[src/design/drc_defines.svh]
`ifndef DRC_DEFINES_SVH
`define DRC_DEFINES_SVH

// ----------------------------------------
// clock
// ----------------------------------------
`define DRC_CLK_NS 4

// ----------------------------------------
// array geometry
// ----------------------------------------
`define DRC_ADDR_W 16
`define DRC_HALF_W 8
`define DRC_ROWS 256
`define DRC_INIT_CYCLES 4'h8
`define DRC_SYNC_CYC 2

// ----------------------------------------
// times in ns (refresh period in ms, power-up wait in us)
// ----------------------------------------
`define DRC_T_RAC_NS 150
`define DRC_T_CAC_NS 85
`define DRC_T_RCD_NS 25
`define DRC_T_RP_NS 100
`define DRC_T_RAS_MIN_NS 150
`define DRC_T_RAS_MAX_NS 10000
`define DRC_T_CP_NS 40
`define DRC_T_WP_NS 60
`define DRC_T_WCH_NS 60
`define DRC_T_REF_MS 4
`define DRC_T_PWR_US 100

// ----------------------------------------
// cycle counts (least rounds up except power-up wait, which rounds down; longest rounds down)
// ----------------------------------------
`define DRC_CYC_UP(ns) (((ns) + `DRC_CLK_NS - 1) / `DRC_CLK_NS)
`define DRC_RAC_CYC `DRC_CYC_UP(`DRC_T_RAC_NS)
`define DRC_CAC_CYC `DRC_CYC_UP(`DRC_T_CAC_NS)
`define DRC_RCD_CYC `DRC_CYC_UP(`DRC_T_RCD_NS)
`define DRC_RP_CYC `DRC_CYC_UP(`DRC_T_RP_NS)
`define DRC_RAS_MIN_CYC `DRC_CYC_UP(`DRC_T_RAS_MIN_NS)
`define DRC_RAS_MAX_CYC (`DRC_T_RAS_MAX_NS / `DRC_CLK_NS)
`define DRC_CP_CYC `DRC_CYC_UP(`DRC_T_CP_NS)
`define DRC_WP_CYC `DRC_CYC_UP(`DRC_T_WP_NS)
`define DRC_WCH_CYC `DRC_CYC_UP(`DRC_T_WCH_NS)
`define DRC_REF_ROW_CYC ((`DRC_T_REF_MS * 1000000) / (`DRC_ROWS * `DRC_CLK_NS))
`define DRC_PWR_CYC ((`DRC_T_PWR_US * 1000) / `DRC_CLK_NS)

`endif

[src/design/drc_pkg.sv]
package drc_pkg;

    typedef enum logic [3:0] {
        ST_PWR = 4'h0,
        ST_IDLE = 4'h1,
        ST_ROW = 4'h3,
        ST_RCD = 4'h2,
        ST_CAS = 4'h6,
        ST_RMW = 4'h7,
        ST_CASUP = 4'h5,
        ST_PRE = 4'h4,
        ST_REF = 4'hC
    } drc_state_e;

    typedef logic [15:0] drc_count_t;

endpackage

[src/design/drc_host.sv]
// Behaviour
// - row half driven on address lines, latched by row strobe falling
// - column half driven next on same lines, latched by column strobe falling
// - address lines stable no later than the latching strobe edge
// - early write: write-select low before column strobe falls
// - all 256 rows strobed by row strobe within every 4 ms
// - refresh uses row-strobe-only cycles, column strobe kept high
// - after power-up row strobe high 100 us, then eight row cycles
// - page mode: row kept open while successive columns are strobed
`timescale 1ns/100ps
`default_nettype none
`include "drc_defines.svh"

module drc_host
    import drc_pkg::*;
#(
    parameter int PWR_CYC = `DRC_PWR_CYC,
    parameter int REF_ROW_CYC = `DRC_REF_ROW_CYC
) (
    // clock and reset
    input wire logic sys_clk,
    input wire logic sys_rst,
    // user request
    input wire logic reqValid,
    output logic reqReady,
    input wire logic reqWrite,
    input wire logic reqRmw,
    input wire logic [15:0] reqAddr,
    input wire logic reqData,
    // user answer
    output logic rspValid,
    output logic rspData,
    // memory pins
    output logic rasN,
    output logic casN,
    output logic wN,
    output logic [7:0] multiplexedAddressLines,
    output logic dataIn,
    input wire logic dataOut
);

    drc_state_e state_reg, state_next;
    drc_count_t cnt_reg, cnt_next;
    logic [11:0] rasCnt_reg, rasCnt_next;
    logic rasN_reg, rasN_next, casN_reg, casN_next, wN_reg, wN_next;
    logic [7:0] addr_reg, addr_next, refRow_reg, refRow_next;
    logic dIn_reg, dIn_next, rsp_reg, rsp_next, rspD_reg, rspD_next;
    logic [15:0] rAddr_reg, rAddr_next;
    logic rWrite_reg, rWrite_next, rRmw_reg, rRmw_next, rData_reg, rData_next;
    logic [3:0] refPend_reg, refPend_next, initLeft_reg, initLeft_next;
    logic refMode_reg, refMode_next;
    logic qMeta_reg, qSync_reg;
    logic refTick, idleOk, pageOk, refDone;

    function automatic logic [7:0] rowOf(input logic [15:0] a);
        rowOf = a[15:8];
    endfunction

    function automatic logic [7:0] colOf(input logic [15:0] a);
        colOf = a[7:0];
    endfunction

    // ----------------------------------------
    // refresh timing
    // ----------------------------------------
    drc_tick #(.PERIOD(REF_ROW_CYC)) refTimer (
        .sys_clk(sys_clk),
        .sys_rst(sys_rst),
        .enable(state_reg != ST_PWR && initLeft_reg == 4'h0),
        .tick(refTick)
    );

    // ----------------------------------------
    // request acceptance
    // ----------------------------------------
    assign idleOk = state_reg == ST_IDLE && initLeft_reg == 4'h0 && refPend_reg == 4'h0;
    assign pageOk = state_reg == ST_CASUP && cnt_reg >= drc_count_t'(`DRC_CP_CYC)
        && !refMode_reg && refPend_reg == 4'h0
        && rasCnt_reg < 12'(`DRC_RAS_MAX_CYC - 64)
        && rowOf(reqAddr) == rowOf(rAddr_reg);
    assign reqReady = idleOk || pageOk;
    assign refDone = state_reg == ST_REF && rasCnt_reg >= 12'(`DRC_RAS_MIN_CYC);

    // ----------------------------------------
    // next state
    // ----------------------------------------
    always_comb begin
        state_next = state_reg;
        cnt_next = cnt_reg + 16'h0001;
        rasN_next = rasN_reg;
        casN_next = casN_reg;
        wN_next = wN_reg;
        addr_next = addr_reg;
        dIn_next = dIn_reg;
        rsp_next = 1'b0;
        rspD_next = rspD_reg;
        rAddr_next = rAddr_reg;
        rWrite_next = rWrite_reg;
        rRmw_next = rRmw_reg;
        rData_next = rData_reg;
        refRow_next = refRow_reg;
        initLeft_next = initLeft_reg;
        refMode_next = refMode_reg;
        refPend_next = refPend_reg;
        if (refTick && refPend_reg != 4'hF) begin
            refPend_next = refPend_reg + 4'h1;
        end
        rasCnt_next = rasCnt_reg;
        if (!rasN_reg && rasCnt_reg != 12'hFFF) begin
            rasCnt_next = rasCnt_reg + 12'h001;
        end
        if (reqValid && reqReady) begin
            rAddr_next = reqAddr;
            rWrite_next = reqWrite;
            rRmw_next = reqRmw;
            rData_next = reqData;
        end
        case (state_reg)
            ST_PWR: begin
                rasN_next = 1'b1;
                if (cnt_reg >= drc_count_t'(PWR_CYC - 1)) begin
                    initLeft_next = `DRC_INIT_CYCLES;
                    state_next = ST_IDLE;
                end
            end
            ST_IDLE: begin
                if (initLeft_reg != 4'h0 || refPend_reg != 4'h0) begin
                    addr_next = refRow_reg;
                    refMode_next = 1'b1;
                    state_next = ST_ROW;
                end else if (reqValid) begin
                    addr_next = rowOf(reqAddr);
                    refMode_next = 1'b0;
                    state_next = ST_ROW;
                end
            end
            ST_ROW: begin
                rasN_next = 1'b0;
                rasCnt_next = 12'h000;
                cnt_next = 16'h0000;
                state_next = refMode_reg ? ST_REF : ST_RCD;
            end
            ST_RCD: begin
                if (cnt_reg >= drc_count_t'(`DRC_RCD_CYC - 1)) begin
                    addr_next = colOf(rAddr_reg);
                    wN_next = !(rWrite_reg && !rRmw_reg);
                    dIn_next = rData_reg;
                    cnt_next = 16'h0000;
                    state_next = ST_CAS;
                end
            end
            ST_CAS: begin
                casN_next = 1'b0;
                if (rWrite_reg && !rRmw_reg) begin
                    if (cnt_reg >= drc_count_t'(`DRC_WCH_CYC + 1)) begin
                        cnt_next = 16'h0000;
                        state_next = ST_CASUP;
                    end
                end else if (cnt_reg >= drc_count_t'(`DRC_CAC_CYC + `DRC_SYNC_CYC + 1)
                        && rasCnt_reg >= 12'(`DRC_RAC_CYC + `DRC_SYNC_CYC)) begin
                    rsp_next = 1'b1;
                    rspD_next = qSync_reg;
                    cnt_next = 16'h0000;
                    if (rRmw_reg) begin
                        wN_next = 1'b0;
                        state_next = ST_RMW;
                    end else begin
                        state_next = ST_CASUP;
                    end
                end
            end
            ST_RMW: begin
                if (cnt_reg >= drc_count_t'(`DRC_WP_CYC)) begin
                    cnt_next = 16'h0000;
                    state_next = ST_CASUP;
                end
            end
            ST_CASUP: begin
                casN_next = 1'b1;
                wN_next = 1'b1;
                if (reqValid && pageOk) begin
                    addr_next = colOf(reqAddr);
                    wN_next = !(reqWrite && !reqRmw);
                    dIn_next = reqData;
                    cnt_next = 16'h0000;
                    state_next = ST_CAS;
                end else if (cnt_reg >= drc_count_t'(`DRC_CP_CYC)
                        && rasCnt_reg >= 12'(`DRC_RAS_MIN_CYC)) begin
                    rasN_next = 1'b1;
                    cnt_next = 16'h0000;
                    state_next = ST_PRE;
                end
            end
            ST_REF: begin
                casN_next = 1'b1;
                if (refDone) begin
                    rasN_next = 1'b1;
                    refRow_next = refRow_reg + 8'h01;
                    if (initLeft_reg != 4'h0) begin
                        initLeft_next = initLeft_reg - 4'h1;
                    end else begin
                        refPend_next = refPend_next - 4'h1;
                    end
                    cnt_next = 16'h0000;
                    state_next = ST_PRE;
                end
            end
            ST_PRE: begin
                if (cnt_reg >= drc_count_t'(`DRC_RP_CYC - 1)) begin
                    refMode_next = 1'b0;
                    state_next = ST_IDLE;
                end
            end
            default: begin
                state_next = ST_PWR;
                cnt_next = 16'h0000;
            end
        endcase
    end

    // ----------------------------------------
    // registers
    // ----------------------------------------
    always_ff @(posedge sys_clk) begin
        if (sys_rst) begin
            state_reg <= ST_PWR;
            cnt_reg <= 16'h0000;
            rasCnt_reg <= 12'h000;
            rasN_reg <= 1'b1;
            casN_reg <= 1'b1;
            wN_reg <= 1'b1;
            addr_reg <= 8'h00;
            dIn_reg <= 1'b0;
            rsp_reg <= 1'b0;
            rspD_reg <= 1'b0;
            rAddr_reg <= 16'h0000;
            rWrite_reg <= 1'b0;
            rRmw_reg <= 1'b0;
            rData_reg <= 1'b0;
            refRow_reg <= 8'h00;
            refPend_reg <= 4'h0;
            initLeft_reg <= 4'h0;
            refMode_reg <= 1'b0;
            qMeta_reg <= 1'b0;
            qSync_reg <= 1'b0;
        end else begin
            state_reg <= state_next;
            cnt_reg <= cnt_next;
            rasCnt_reg <= rasCnt_next;
            rasN_reg <= rasN_next;
            casN_reg <= casN_next;
            wN_reg <= wN_next;
            addr_reg <= addr_next;
            dIn_reg <= dIn_next;
            rsp_reg <= rsp_next;
            rspD_reg <= rspD_next;
            rAddr_reg <= rAddr_next;
            rWrite_reg <= rWrite_next;
            rRmw_reg <= rRmw_next;
            rData_reg <= rData_next;
            refRow_reg <= refRow_next;
            refPend_reg <= refPend_next;
            initLeft_reg <= initLeft_next;
            refMode_reg <= refMode_next;
            qMeta_reg <= dataOut;
            qSync_reg <= qMeta_reg;
        end
    end

    assign rasN = rasN_reg;
    assign casN = casN_reg;
    assign wN = wN_reg;
    assign multiplexedAddressLines = addr_reg;
    assign dataIn = dIn_reg;
    assign rspValid = rsp_reg;
    assign rspData = rspD_reg;
endmodule

`default_nettype wire

[src/design/drc_tick.sv]
`timescale 1ns/100ps
`default_nettype none

module drc_tick
    import drc_pkg::*;
#(
    parameter int PERIOD = 3906
) (
    // clock and reset
    input wire logic sys_clk,
    input wire logic sys_rst,
    // control
    input wire logic enable,
    output logic tick
);

    drc_count_t count_reg;
    drc_count_t count_next;
    logic tick_reg;
    logic tick_next;

    // ----------------------------------------
    // divider
    // ----------------------------------------
    always_comb begin
        count_next = count_reg;
        tick_next = 1'b0;
        if (enable) begin
            if (count_reg == drc_count_t'(PERIOD - 1)) begin
                count_next = 16'h0000;
                tick_next = 1'b1;
            end else begin
                count_next = count_reg + 16'h0001;
            end
        end
    end

    always_ff @(posedge sys_clk) begin
        if (sys_rst) begin
            count_reg <= 16'h0000;
            tick_reg <= 1'b0;
        end else begin
            count_reg <= count_next;
            tick_reg <= tick_next;
        end
    end

    assign tick = tick_reg;

endmodule

`default_nettype wire

[config.mk]
export PLATFORM = sky130hd
export DESIGN_NAME = drc_host
export DESIGN_NICKNAME = d
export VERILOG_FILES = /design/src/design/drc_pkg.sv /design/src/design/drc_host.sv /design/src/design/drc_tick.sv
export VERILOG_INCLUDE_DIRS = /design/src /design/src/design
export SDC_FILE = /design/constraint.sdc
export NUM_CORES = 1
export LEC_CHECK = 0
export BUFFER_PORTS_ARGS = -buffer_cell sky130_fd_sc_hd__buf_4
export CORE_MARGIN = 3
export CORE_UTILIZATION = 55
export DETAILED_ROUTE_END_ITERATION = 8
export GPL_TIMING_DRIVEN = 0
export PLACE_DENSITY = 0.81
export SETUP_SLACK_MARGIN = 0.4
export SLEW_MARGIN = 20
export SYNTH_ARGS = -nofsm -noshare
export SYNTH_HDL_FRONTEND = slang
export SYNTH_SLANG_ARGS = --single-unit
[constraint.sdc]
create_clock -name sys_clk -period 3.6 [get_ports sys_clk]
set_clock_uncertainty 0.2 [all_clocks]
set_input_delay 0 -clock sys_clk [delete_from_list [all_inputs] [get_ports sys_clk]]
set_output_delay 0 -clock sys_clk [all_outputs]
set_load 0.1 [all_outputs]
# Yosys cells after proc, flatten, opt, wreduce, memory -nomap -nowiden
# Index checks and enable logic that the tools add are counted.
[classes] n_addsub=7 n_lt_le_gt_ge=10 eq_ne=28 mux=58 n_bitwise=3 n_reduce_logical=52
[op_table] operator="$mux 16" n=9
[op_table] operator="$pmux 16 s6" n=1
[op_table] operator="$mux 4" n=20
[op_table] operator="$ge 16x5->1 const B" n=3
[op_table] operator="$pmux 4 s9" n=1
[op_table] operator="$add 16x1->16 const B" n=2
[op_table] operator="$ge 16x4->1 const B" n=2
[op_table] operator="$mux 8" n=4
[op_table] operator="$ge 12x6->1 const B" n=2
[op_table] operator="$pmux 8 s3" n=1
[op_table] operator="$ne 2x2->1 const B" n=9
[op_table] operator="$logic_and 1x1->1" n=17
[op_table] operator="$eq 16x12->1 const B" n=1
[op_table] operator="$eq 4x3->1 const B" n=4
[op_table] operator="$ge 16x15->1 const B" n=1
[op_table] operator="$ge 16x3->1 const B" n=1
[op_table] operator="$reduce_bool 4->1" n=4
[op_table] operator="$mux 1" n=15
[op_table] operator="$add 12x1->12 const B" n=1
[op_table] operator="$logic_not 4->1" n=3
[op_table] operator="$lt 12x12->1 const B" n=1
[op_table] operator="$ne 12x12->1 const B" n=1
[op_table] operator="$reduce_and 4->1" n=3
[op_table] operator="$reduce_and 3->1" n=3
[op_table] operator="27 further kinds" n=49
[word_totals] regBits=101 in_bits=23 output_inout_bits=15 word_cells=180

# Depth between registers and ports, before layout
# Gate-level depths: netlist of the first run.
[depth] ltp_word=9 mapped_depth=10 depth_no_buf=8

# Modules after synthesis
# A second synthesis of the first run with hierarchy kept.
[unflattened] hier_cells=658 hier_area_um2=5440.2
[modules_own_cells] module="drc_host" n_inst=1 cells_each=573 area_per_inst_um2=4649.5
[modules_own_cells] module="drc_tick" n_inst=1 cells_each=85 area_per_inst_um2=790.8

# Worst setup path after synthesis of the first run
# OpenSTA, ideal clock, no wires.
[synth_path] path_type="register -> register" from="reg initLeft_reg[0]" to="reg refTimer.count_reg[0]" setup_ns=0.117 t_arrival_ns=2.402 slack_ns=0.880 path_stages_with_launch=9 n_path_buf=1 synth_period_minus_slack_ns=2.720 cell_sequence="dfxtp_1 inv_1 ha_1 or3b_2 nor2_1 nand3_1 o31ai_1 buf_2 nor2_1"
[synth_via] elab_chain_cells=2
[synth_rtl] item="from (decl)" line="drc_host.sv:50" source="logic [3:0] refPend_reg, refPend_next, initLeft_reg, initLeft_next;"
[synth_rtl] item="from (signal assigned)" line="drc_host.sv:263" source="initLeft_reg <= initLeft_next;"
[synth_rtl] item="$logic_not 4->1" line="drc_host.sv:69" source=".enable(state_reg != ST_PWR && initLeft_reg == 4'h0),"
[synth_rtl] item="$logic_and 1x1->1" line="drc_host.sv:69"
[synth_rtl] item="to (signal assigned)" line="drc_tick.sv:43" source="count_reg <= count_next;"
[synth_rtl] item="to (decl)" line="drc_tick.sv:17" source="drc_count_t count_reg;"
# No other way between the ends.
# A chain may end at the register's enable or synchronous reset.

# Worst setup path after layout of the first run
[layout_path] from="reg cnt_reg[7]" to="out reqReady"
[layout_via] elab_chain_cells=7
[layout_rtl] item="from (decl)" line="drc_host.sv:43" source="drc_count_t cnt_reg, cnt_next;"
[layout_rtl] item="from (signal assigned)" line="drc_host.sv:248" source="cnt_reg <= cnt_next;"
[layout_rtl] item="$ge 16x4->1" line="drc_host.sv:77" source="assign pageOk = state_reg == ST_CASUP && cnt_reg >= drc_count_t'(`DRC_CP_CYC)"
[layout_rtl] item="$logic_and 1x1->1 (5 in series)" line="drc_host.sv:77"
[layout_rtl] item="$logic_or 1x1->1" line="drc_host.sv:81" source="assign reqReady = idleOk || pageOk;"
[layout_rtl] item="to (decl)" line="drc_host.sv:25" source="output logic reqReady,"
# No other way between the ends.

==> results of run 1 <==
## power by group through the flow
stage | registers, W | clock network [W] | logic, W
finish | 0.00133 | 0.000855 | 0.00153
global route | 0.00134 | 0.000900 | 0.00165
CTS | 0.00132 | 0.000867 | 0.00149
detailed placement | 0.00135 | 0 | 0.00146
global placement | 0.00134 | 0 | 0.00143
floorplan | 0.00158 | 0 | 0.000890
## cells in the final DEF (no fill, tap or decap), drive strengths merged, types with 5 or more instances in the layout
master and n:
clkbuf 30, mux2i 23, o21ai 40, a22oi 9, a31oi 6, ha 13, nor2 81, nor4 9
dfxtp 101, and3 11, nor3 12, inv 28, nand3 45, buf 44, dlygate4sd3 23, xor2 23
nor2b 7, nand2 38, xnor2 29, or3 8, a211oi 11, a21o 5, a21oi 38, nand4 19
## critical path: stages, from the launching register on
cell      delay (ns)
dfxtp_1         0.38
or4_1           0.63
nor4b_4         0.50
nand2_2         0.19
a31oi_1         0.23
clkbuf_2        0.26
inv_1           0.06
buf_4           0.23
## stage by stage
stage	utilization, %	total power [W]	hold slack [ns]
after CTS	68.3	0.00368	0.232
after floorplan	-	0.00247	-0.0718
after global routing	68.5	0.00389	0.257
after detailed placement	63.0	0.00281	0.0394
final	68.5	0.00371	0.244
after global placement	63.0	0.00277	0.0288
## what timing repair did
| item | CTS | global route |
|---|---|---|
| hold endpoints to repair | 44 | 0 |
| resized for setup | 2 | 5 |
| setup endpoints to repair | 11 | 27 |
| hold buffers | 23 | 0 |
## kinds of logic (layout without fill, tap and decap cells)
logic type                 count (synthesis)  count (layout)
xor gates and xnor gates                  52              52
AOI/OAI and AO/OA                        131             131
adders and majority gates                 13              13
buffers and inverters                     53             129
DFF                                      101             101
and+or+nand+nor                          255             255
muxes                                     26              26
## per-layer routing
metal  vias up  wire length [um]
met5         -                 0
met4         0               278
met2       177              6260
met3        32               912
li1       2395                 -
met1      2305              5920
## cell type report
class,count,area [um^2]
clock buffers,9,124
repair buffers,60,508
clock inverters,7,115
multi-input cells,477,3010
fillers,722,2830
inverters,25,93.8
flip-flops and latches,101,2020
well taps,126,158
plain buffers,28,119
## worst max path at each step
| stage | start | endpoint | cells past startpoint |
|---|---|---|---|
| after detailed placement | initLeft_reg[0]$_SDFFE_PP0P_ | refTimer.count_reg[6]$_SDFFE_PP0P_ | 8 |
| after floorplan | initLeft_reg[0]$_SDFFE_PP0P_ | refTimer.count_reg[0]$_SDFFE_PP0P_ | 8 |
| final | cnt_reg[7]$_SDFF_PP0_ | reqReady | 7 |
| after global placement | initLeft_reg[0]$_SDFFE_PP0P_ | refTimer.count_reg[0]$_SDFFE_PP0P_ | 8 |
| after CTS | cnt_reg[7]$_SDFF_PP0_ | state_reg[1]$_SDFFE_PP0P_ | 6 |
| after global routing | cnt_reg[7]$_SDFF_PP0_ | reqReady | 7 |
==> metrics, run 1 <==
outcome complete, no violations; Synth Area in Adders 3.12%; post-synth cell types 60; Logic pwr share 41.2%; nets 738; DRT Pass-1 Iters 6; WHS Path Cells 4; Setup Total Neg Slack 0 ns; post-synthesis xor/xnor area fraction 8.73%; Worst setup EP type output pin; Avg Cell Area, Syn 8.27 um^2; CTS buffer count 9; VDD IR max 0.356 mV; final period demand of the worst path 3.05 ns; Pwr Density 603 nW/um^2; FF+latch count, synth 101; diodes inserted 0; relative slew slack 47.9%; CTS clock-pin slew for the worst setup and hold paths 0.11 ns; Ys Warns 0; GRT overflow 0; Worst Tran Pin Value 0.782 ns; largest cells by area after synthesis dfxtp_1 39%, nor2_1 5.8%, xnor2_1 4.9%; final setup fails 0; final worst setup slack 0.548 ns; Root Driver clkbuf_8; Synth Flop Type dfxtp_1; Pint 0.00214 W; layer with the highest usage met2; syn nets 667; core area 8980 um^2; R2R depth 6; dpl hpwl 9480 um; first-pass GRT wire length 21400 um; clk_lat worst skew 0.37 ns; Post-route DRC 0; PortBufs 37; Worst R2R End multiplexedAddressLines[5]$_SDFFE_PP0P_; final cycle utilization of the critical path 84.8%; R2R Setup Slk 0.57 ns; Hold Path End rAddr_reg[5]$_SDFFE_PP0P_; share of cells above drive strength 1 11.0%; Vias 4909; placement-stage cell area 5650 um^2; placed insts 794; Seq/Total Area, Yosys 38.7%; GR Layer Usage met2 39.9%; htree depth 3; Longest Clk Path Bufs 2; dpl ws 0.353 ns; max-cap viol count 0; Compound-Gate Fraction of Synth Area 15.6%; Post-synth EDFFs 0; Die X 103 um; Worst Hold Launch reqAddr[5]; maximum clock frequency 328 MHz; vias in the first global route 4577; Rows 34; post-synthesis cell area 5220 um^2; Global Route Usage Sum 25.2%; Critical R2R Launch cnt_reg[7]$_SDFF_PP0_; Setup Crit Path Kind reg2out; Post-CTS Repair Setup Buffers 0; DR iter-0 viols 479; largest net degree at the start of global routing 20; Pleak 2.28 nW; critical path data arrival time 2.85 ns; most frequent cell after synthesis dfxtp_1; RSZ-0062 raised after global routing false; Syn-to-layout area delta 17.9%; grt met3 use 4.90%; die area 10700 um^2; Final Wtd Congestion 0.907; cell area after layout 6150 um^2; Non-Filler Instances 833; min-delay worst type in2reg; cell taking the most area after synthesis dfxtp_1; Data required, critical path 3.40 ns; Synth async-reset ratio 0%; initial cell density of the core 58.1%; top-area cell type share of the netlist area 38.7%; Die Y-Extent 103 um; Simple-Gate Fraction of Synth Area 24.7%; DR WL/cell 16.1 um; Startpoint Class flop; mux cell area share after synthesis 5.06%; Slew Viols, Final 0; vias per cell 5.89; met1 Usage GRT 34.3%; final WL 13400 um; Antenna Violating Nets Remaining 0; largest family of logic cells by synthesized area simple AND/OR/NAND/NOR gates; Switching Share 42.2%; CTS tree done; clk sinks 101; antenna violations before repair 0; Synth top cells by count 101 x dfxtp_1, 81 x nor2_1, 45 x nand3_1; clock share of power 23.0%; P_sw 0.00157 W; Crit Path Max Fanout 10; final hold violations 0; Cells after Synth 631; Sequential Power Share 35.8%; IO Pins 38
Power figures use the tool's default switching activity.
==> run 2, diff against run 1 <==
--- a/config.mk
+++ b/config.mk
@@ -8,10 +8,10 @@
 export LEC_CHECK = 0
 export BUFFER_PORTS_ARGS = -buffer_cell sky130_fd_sc_hd__buf_4
 export CORE_MARGIN = 3
-export CORE_UTILIZATION = 55
+export CORE_UTILIZATION = 54
 export DETAILED_ROUTE_END_ITERATION = 8
 export GPL_TIMING_DRIVEN = 0
-export PLACE_DENSITY = 0.81
+export PLACE_DENSITY = 0.83
 export SETUP_SLACK_MARGIN = 0.4
 export SLEW_MARGIN = 20
 export SYNTH_ARGS = -nofsm -noshare
==> constraint.sdc (replaced) <==
create_clock -name sys_clk -period 2.8 [get_ports sys_clk]
set_clock_uncertainty 0.2 [all_clocks]
set_input_delay 0 -clock sys_clk [delete_from_list [all_inputs] [get_ports sys_clk]]
set_output_delay 0 -clock sys_clk [all_outputs]
set_load 0.1 [all_outputs]
==> metrics, run 2 (same netlist as run 1, synthesis figures left out) <==
initial cell density of the core 55.9% (-2.2 points); Syn-to-layout area delta 34.7%; CTS buffer count 9 (unchanged); Vias 5507 (+12%); grt met3 use 7.64% (+2.7 points); Setup Crit Path Kind reg2out; Crit Path Max Fanout 4 (-6); final period demand of the worst path 2.76 ns; dpl hpwl 9650 um (+1.7%); layer with the highest usage met2; outcome complete, no violations; VDD IR max 0.668 mV (+88%); final setup fails 0 (unchanged); CTS tree done; die area 10900 um^2 (+1.7%); Longest Clk Path Bufs 2 (unchanged); Startpoint Class flop; share of cells above drive strength 1 29.0% (+18 points); max-cap viol count 0 (unchanged); Rows 35 (+2.9%); Worst setup EP type output pin; placement-stage cell area 5730 um^2 (+1.3%); cell area after layout 7030 um^2 (+14%); Final Wtd Congestion 0.954 (+5.1%); critical path data arrival time 2.56 ns (-0.29 ns); vias per cell 6.32 (+7.3%); vias in the first global route 5393 (+18%); final hold violations 0 (unchanged); GR Layer Usage met2 49.9% (+10 points); antenna violations before repair 0 (unchanged); clk sinks 101 (unchanged); DR WL/cell 19.8 um (+23%); Post-route DRC 0 (unchanged); nets 772 (+4.6%); GRT overflow 0 (unchanged); RSZ-0062 raised after global routing true; Pleak 2.52 nW (+11%); CTS clock-pin slew for the worst setup and hold paths 0.10 ns (about the same); Die Y-Extent 104 um (+0.87%); Slew Viols, Final 0 (unchanged); final cycle utilization of the critical path 98.6%; min-delay worst type in2reg; met1 Usage GRT 31.5% (-2.8 points); placed insts 797 (+0.38%); IO Pins 38 (unchanged); DRT Pass-1 Iters 8 (+2); htree depth 3 (unchanged); first-pass GRT wire length 25600 um (+20%); PortBufs 37 (unchanged); commonest non-fill, non-tap cell in the layout dfxtp_1; Pwr Density 783 nW/um^2 (+30%); fin util 75.4% (+6.8 points); most frequent cells in the layout 91 x dfxtp_1, 72 x nor2_1, 64 x buf_4, 36 x nand2_1, 31 x o21ai_0; Worst Tran Pin Value 0.855 ns (+0.0731 ns); maximum clock frequency 362 MHz; Non-Filler Instances 871 (+4.6%); relative slew slack 43.0% (-4.9 points); Global Route Usage Sum 28.6% (+3.3 points); final WL 17200 um (+29%); Die X 104 um (+0.87%); DR iter-0 viols 584 (+22%); clk_lat worst skew 0.39 ns (+0.02 ns); core area 9330 um^2 (+3.9%); Root Driver clkbuf_8; largest net degree at the start of global routing 17 (-15%); Data required, critical path 2.60 ns (-0.80 ns); Antenna Violating Nets Remaining 0 (unchanged)
[run 2: cell types whose count changed in the layout (fill, tap and decap cells not counted), sizes merged]
cell	before	now
dlygate4sd3	23	22
inv	28	24
diode	0	1
bufinv	2	1
buf	44	81
clkinvlp	1	3
clkinv	1	2
[run 2: cell type report]
type                    count  area, um^2
inverters                  25         100
diodes                      1        2.50
clock buffers              11         151
plain buffers              28         168
fillers                   595        2300
multi-input cells         477        3520
flip-flops and latches    101        2040
repair buffers             94         821
well taps                 129         161
clock inverters             5        58.8
[run 2: worst max-delay path: stages, from the launching register on]
cell	delay [ns]
dfxtp_4	0.36
or4_4	0.57
nor4b_4	0.30
buf_4	0.17
nand2_4	0.07
a31oi_4	0.30
buf_8	0.15
clkinvlp_4	0.08
buf_12	0.17
[run 2: power by group]
| group | internal, W | switching, W | total (W) | leakage, nW |
|---|---|---|---|---|
| Sequential | 0.00159 | 0.000158 | 0.00174 | 0.823 |
| Clock | 0.000462 | 0.000535 | 0.000997 | 0.102 |
| Combinational | 0.00108 | 0.00169 | 0.00277 | 1.60 |
[run 2: per-layer routing]
layer | vias to the layer above | wire length (um) | share of wire, %
met3 | 130 | 1420 | 8.2
met1 | 2607 | 6280 | 37
li1 | 2454 | - | -
met4 | 0 | 1040 | 6.1
met5 | - | 0 | 0
met2 | 316 | 8470 | 49
[run 2: timing repair]
action	in CTS	in global routing
pin swaps	43	24
gates cloned	2	0
resized for setup	73	89
setup buffers	17	16
endpoints found under the setup margin	72	90
hold buffers	22	0
endpoints found under the hold margin	43	0
[run 2: path summary, 6_finish.rpt]
path                    startpoint               endpoint  slack, ns  depth (start not counted)
max          cnt_reg[8]$_SDFF_PP0_               reqReady       0.04                          8
min reg2reg  cnt_reg[0]$_SDFF_PP0_  cnt_reg[0]$_SDFF_PP0_       0.26                          1
max reg2reg  cnt_reg[8]$_SDFF_PP0_  cnt_reg[0]$_SDFF_PP0_       0.06                          8
min                        dataOut   qMeta_reg$_SDFF_PP0_       0.18                          3
[run 2: per-stage QoR]
stage	total power, W	worst slack (ns)	TNS (ns)	hold WS, ns
global placement	0.00365	-0.0832	-1.15	0.0110
CTS	0.00502	0.134	0	0.153
finish	0.00551	0.0379	0	0.183
global route	0.00569	0.00850	0	0.251
detailed placement	0.00370	-0.188	-2.25	0.0145
floorplan	0.00326	0.317	0	-0.0718
==> run 3, diff against run 2 <==
--- a/config.mk
+++ b/config.mk
@@ -6,14 +6,15 @@
 export SDC_FILE = /design/constraint.sdc
 export NUM_CORES = 1
 export LEC_CHECK = 0
-export BUFFER_PORTS_ARGS = -buffer_cell sky130_fd_sc_hd__buf_4
+export BUFFER_PORTS_ARGS = -buffer_cell sky130_fd_sc_hd__buf_2
 export CORE_MARGIN = 3
-export CORE_UTILIZATION = 54
+export CORE_UTILIZATION = 55
 export DETAILED_ROUTE_END_ITERATION = 8
 export GPL_TIMING_DRIVEN = 0
-export PLACE_DENSITY = 0.83
+export PLACE_DENSITY = 0.84
 export SETUP_SLACK_MARGIN = 0.4
 export SLEW_MARGIN = 20
 export SYNTH_ARGS = -nofsm -noshare
 export SYNTH_HDL_FRONTEND = slang
+export SYNTH_HIERARCHICAL = 1
 export SYNTH_SLANG_ARGS = --single-unit
==> metrics, run 3 <==
area taken by flip-flops and latches 2050 um^2 (+0.12%); Seq/Total Area, Yosys 37.2% (-1.6 points); Synth top cells by count 101 x dfxtp_1, 64 x nor2_1, 49 x a21oi_1; Die X 105 um (+1.1%); clk sinks 101 (unchanged); clock share of power 17.5% (-0.6 points); DR iter-0 viols 803 (+38%); Global Route Usage Sum 27.9% (-0.70 points); Fill cells 519 (-13%); maximum clock frequency 351 MHz (-2.9%); dpl hpwl 9810 um (+1.7%); final period demand of the worst path 2.85 ns (+0.0829 ns); Synth async-reset ratio 0% (unchanged); Die Y-Extent 105 um (+1.1%); post-synthesis cell area 5440 um^2 (+4.2%); violated checks setup timing; Rows 35 (unchanged); Setup Crit Path Kind reg2reg; Worst Hold Launch reqValid; Startpoint Class flop; nets 811 (+5.1%); Ys Warns 6 (+6); initial cell density of the core 57.8% (+1.8 points); die area 11100 um^2 (+2.2%); Avg Cell Area, Syn 8.27 um^2 (about the same); Root Driver clkbuf_8; GR Layer Usage met2 49.1% (-0.73 points); critical path data arrival time 2.89 ns (+0.33 ns); commonest non-fill, non-tap cell in the layout dfxtp_1; Longest Clk Path Bufs 2 (unchanged); Cells after Synth 658 (+4.3%); Pint 0.00276 W (-12%); Pleak 2.62 nW (+3.9%); Post-route DRC 0 (unchanged); Logic pwr share 48.7% (-1.5 points); GRT overflow 0 (unchanged); final worst setup slack -0.0450 ns (-0.0829 ns); Setup Total Neg Slack -0.0450 ns (-0.0450 ns); FF+latch count, synth 101 (unchanged); met1 Usage GRT 31.5% (-0.040 points); Synth Flop Type dfxtp_1; Syn-to-layout area delta 33.8%; layer with the highest usage met2; CTS buffer count 9 (unchanged); Switching Share 45.7% (+2.4 points); Final Wtd Congestion 0.950 (-0.37%); Sequential Power Share 33.8% (+2.1 points); placed insts 824 (+3.4%); DR WL/cell 20.8 um (+5.4%); final setup fails 1 (+1); antenna violations before repair 0 (unchanged); final cycle utilization of the critical path 102% (+3.0 points); vias per cell 6.51 (+3.0%); grt met3 use 6.37% (-1.3 points); post-synth cell types 69 (+15%); Data required, critical path 2.84 ns (+0.24 ns); largest net degree at the start of global routing 18 (+1); Antenna Violating Nets Remaining 0 (unchanged); max-cap viol count 0 (unchanged); vias in the first global route 5371 (-0.41%); area occupied by multi-input gates 3710 um^2 (+5.2%); CTS clock-pin slew for the worst setup and hold paths 0.10 ns (about the same); Critical R2R Launch rasCnt_reg[2]$_SDFFE_PP0P_; PortBufs 37 (unchanged); DRT Pass-1 Iters 8 (unchanged); clk_lat worst skew 0.39 ns (about the same); Vias 5922 (+7.5%); critical path's slowest cell or4_4; Post-synth EDFFs 0 (unchanged); final WL 18900 um (+10%); first-pass GRT wire length 25400 um (-0.62%); most frequent cell after synthesis dfxtp_1; Critical Path, Cell by Cell nor4_2, a221oi_2, or4_4, o31a_1, buf_6, nor3_1, nor3_1; Pwr Density 698 nW/um^2 (-11%); core area 9420 um^2 (+0.94%); fin util 77.3% (+1.9 points); VDD IR max 0.614 mV (-8.0%); IO Pins 38 (unchanged); syn nets 694 (+4.0%); relative slew slack 47.8% (+4.8 points); diodes inserted 0 (-1); share of cells above drive strength 1 31.9% (+2.9 points); largest cells by area after synthesis dfxtp_1 37%, xor2_1 5.0%, a21oi_1 4.5%; final hold violations 0 (unchanged); htree depth 3 (unchanged); Worst setup EP type flop; cell taking the most area after synthesis dfxtp_1; Slew Viols, Final 0 (unchanged); P_sw 0.00232 W (-2.5%); top-area cell type share of the netlist area 37.2% (-1.6 points); Worst Tran Pin Value 0.775 ns (-0.0803 ns); Crit Path Max Fanout 4 (unchanged); Largest stage delay, worst path 0.63 ns (+0.06 ns); CTS tree done; min-delay worst type in2reg; most frequent cells in the layout 83 x dfxtp_1, 62 x nor2_1, 42 x buf_4, 38 x o21ai_0, 37 x nand2_1; CP dominant cell by count nor3_1; worst setup path startpoint rasCnt_reg[2]$_SDFFE_PP0P_; RSZ-0062 raised after global routing true; outcome finished, violations left; Non-Filler Instances 909 (+4.4%)
[run 3: cell count changes after synthesis, sizes merged, moves of 8 or more]
cell    before  now
a21oi       38   59
nor3        12   26
xor2        23   31
clkbuf      21   32
inv         25   16
nor2        81   64
[run 3: path summary, 6_finish.rpt]
check / to / slack, ns / cells past startpoint
worst min-delay path: state_reg[1]$_SDFFE_PP0P_ / 0.11 / 5
worst max register to register: multiplexedAddressLines[3]$_SDFFE_PP0P_ / -0.05 / 7
worst max-delay path: multiplexedAddressLines[3]$_SDFFE_PP0P_ / -0.05 / 7
worst min register to register: rAddr_reg[7]$_SDFFE_PP0P_ / 0.29 / 2
[run 3: timing repair]
action | CTS | global route
pin swaps | 35 | 18
gates resized for setup | 48 | 114
hold buffers | 21 | 0
cloned | 0 | 1
endpoints found under the setup margin | 94 | 88
hold endpoints to repair | 36 | 0
buffers inserted | 17 | 30
[run 3: per-stage QoR]
| stage | power [W] | worst slack [ns] | cell area (um^2) | hold WS [ns] |
|---|---|---|---|---|
| floorplan | 0.00315 | 0.279 | 5580 | -0.128 |
| global placement | 0.00347 | -0.219 | 5930 | -0.0131 |
| detailed placement | 0.00351 | -0.229 | 5930 | -0.0149 |
| CTS | 0.00460 | 0.161 | 6670 | 0.105 |
| global route | 0.00524 | -0.0700 | 7280 | 0.179 |
| finish | 0.00508 | -0.0450 | 7280 | 0.111 |
[run 3: critical path: cells and delay by family, from the launching register on]
family,cells,cell delay [ns]
and+or+nand+nor,4,1.42
AOI/OAI and AO/OA,2,0.57
DFF,1,0.37
buffers and inverters,1,0.16
[run 3: per-layer routing]
metal  share of wire [%]  vias to the layer above
met5                   0                        -
met4                 7.3                        0
met3                 9.3                      167
met2                  48                      447
met1                  36                     2714
li1                    -                     2594
[run 3: cells by family (layout without fill, tap and decap cells)]
family / after synthesis / after routing / share of synthesized area [%]
flops: 101 / 101 / 37.2
xor+xnor: 56 / 56 / 9.02
mux: 18 / 18 / 3.33
simple gates: 258 / 258 / 24.7
buf+inv: 60 / 182 / 4.71
fa+ha+maj: 13 / 13 / 2.99
compound gates: 152 / 152 / 18.1
[run 3: layout make-up]
| class | instances | area share (%) |
|---|---|---|
| inverter | 17 | 0.877 |
| buffer | 43 | 3.82 |
| multi-input combinational | 497 | 50.9 |
| timing repair buffer | 106 | 11.7 |
| sequential | 101 | 28.1 |
| clock buffer | 10 | 1.75 |
| clock inverter | 6 | 0.653 |
| tap | 129 | 2.22 |
[run 3: power groups by stage]
stage                     Combinational, W  Sequential, W  Clock [W]
final                              0.00247        0.00172   0.000889
after floorplan                   0.000973        0.00218          0
after CTS                          0.00204        0.00168   0.000886
after global placement             0.00177        0.00170          0
after global routing               0.00257        0.00173   0.000939
after detailed placement           0.00180        0.00171          0
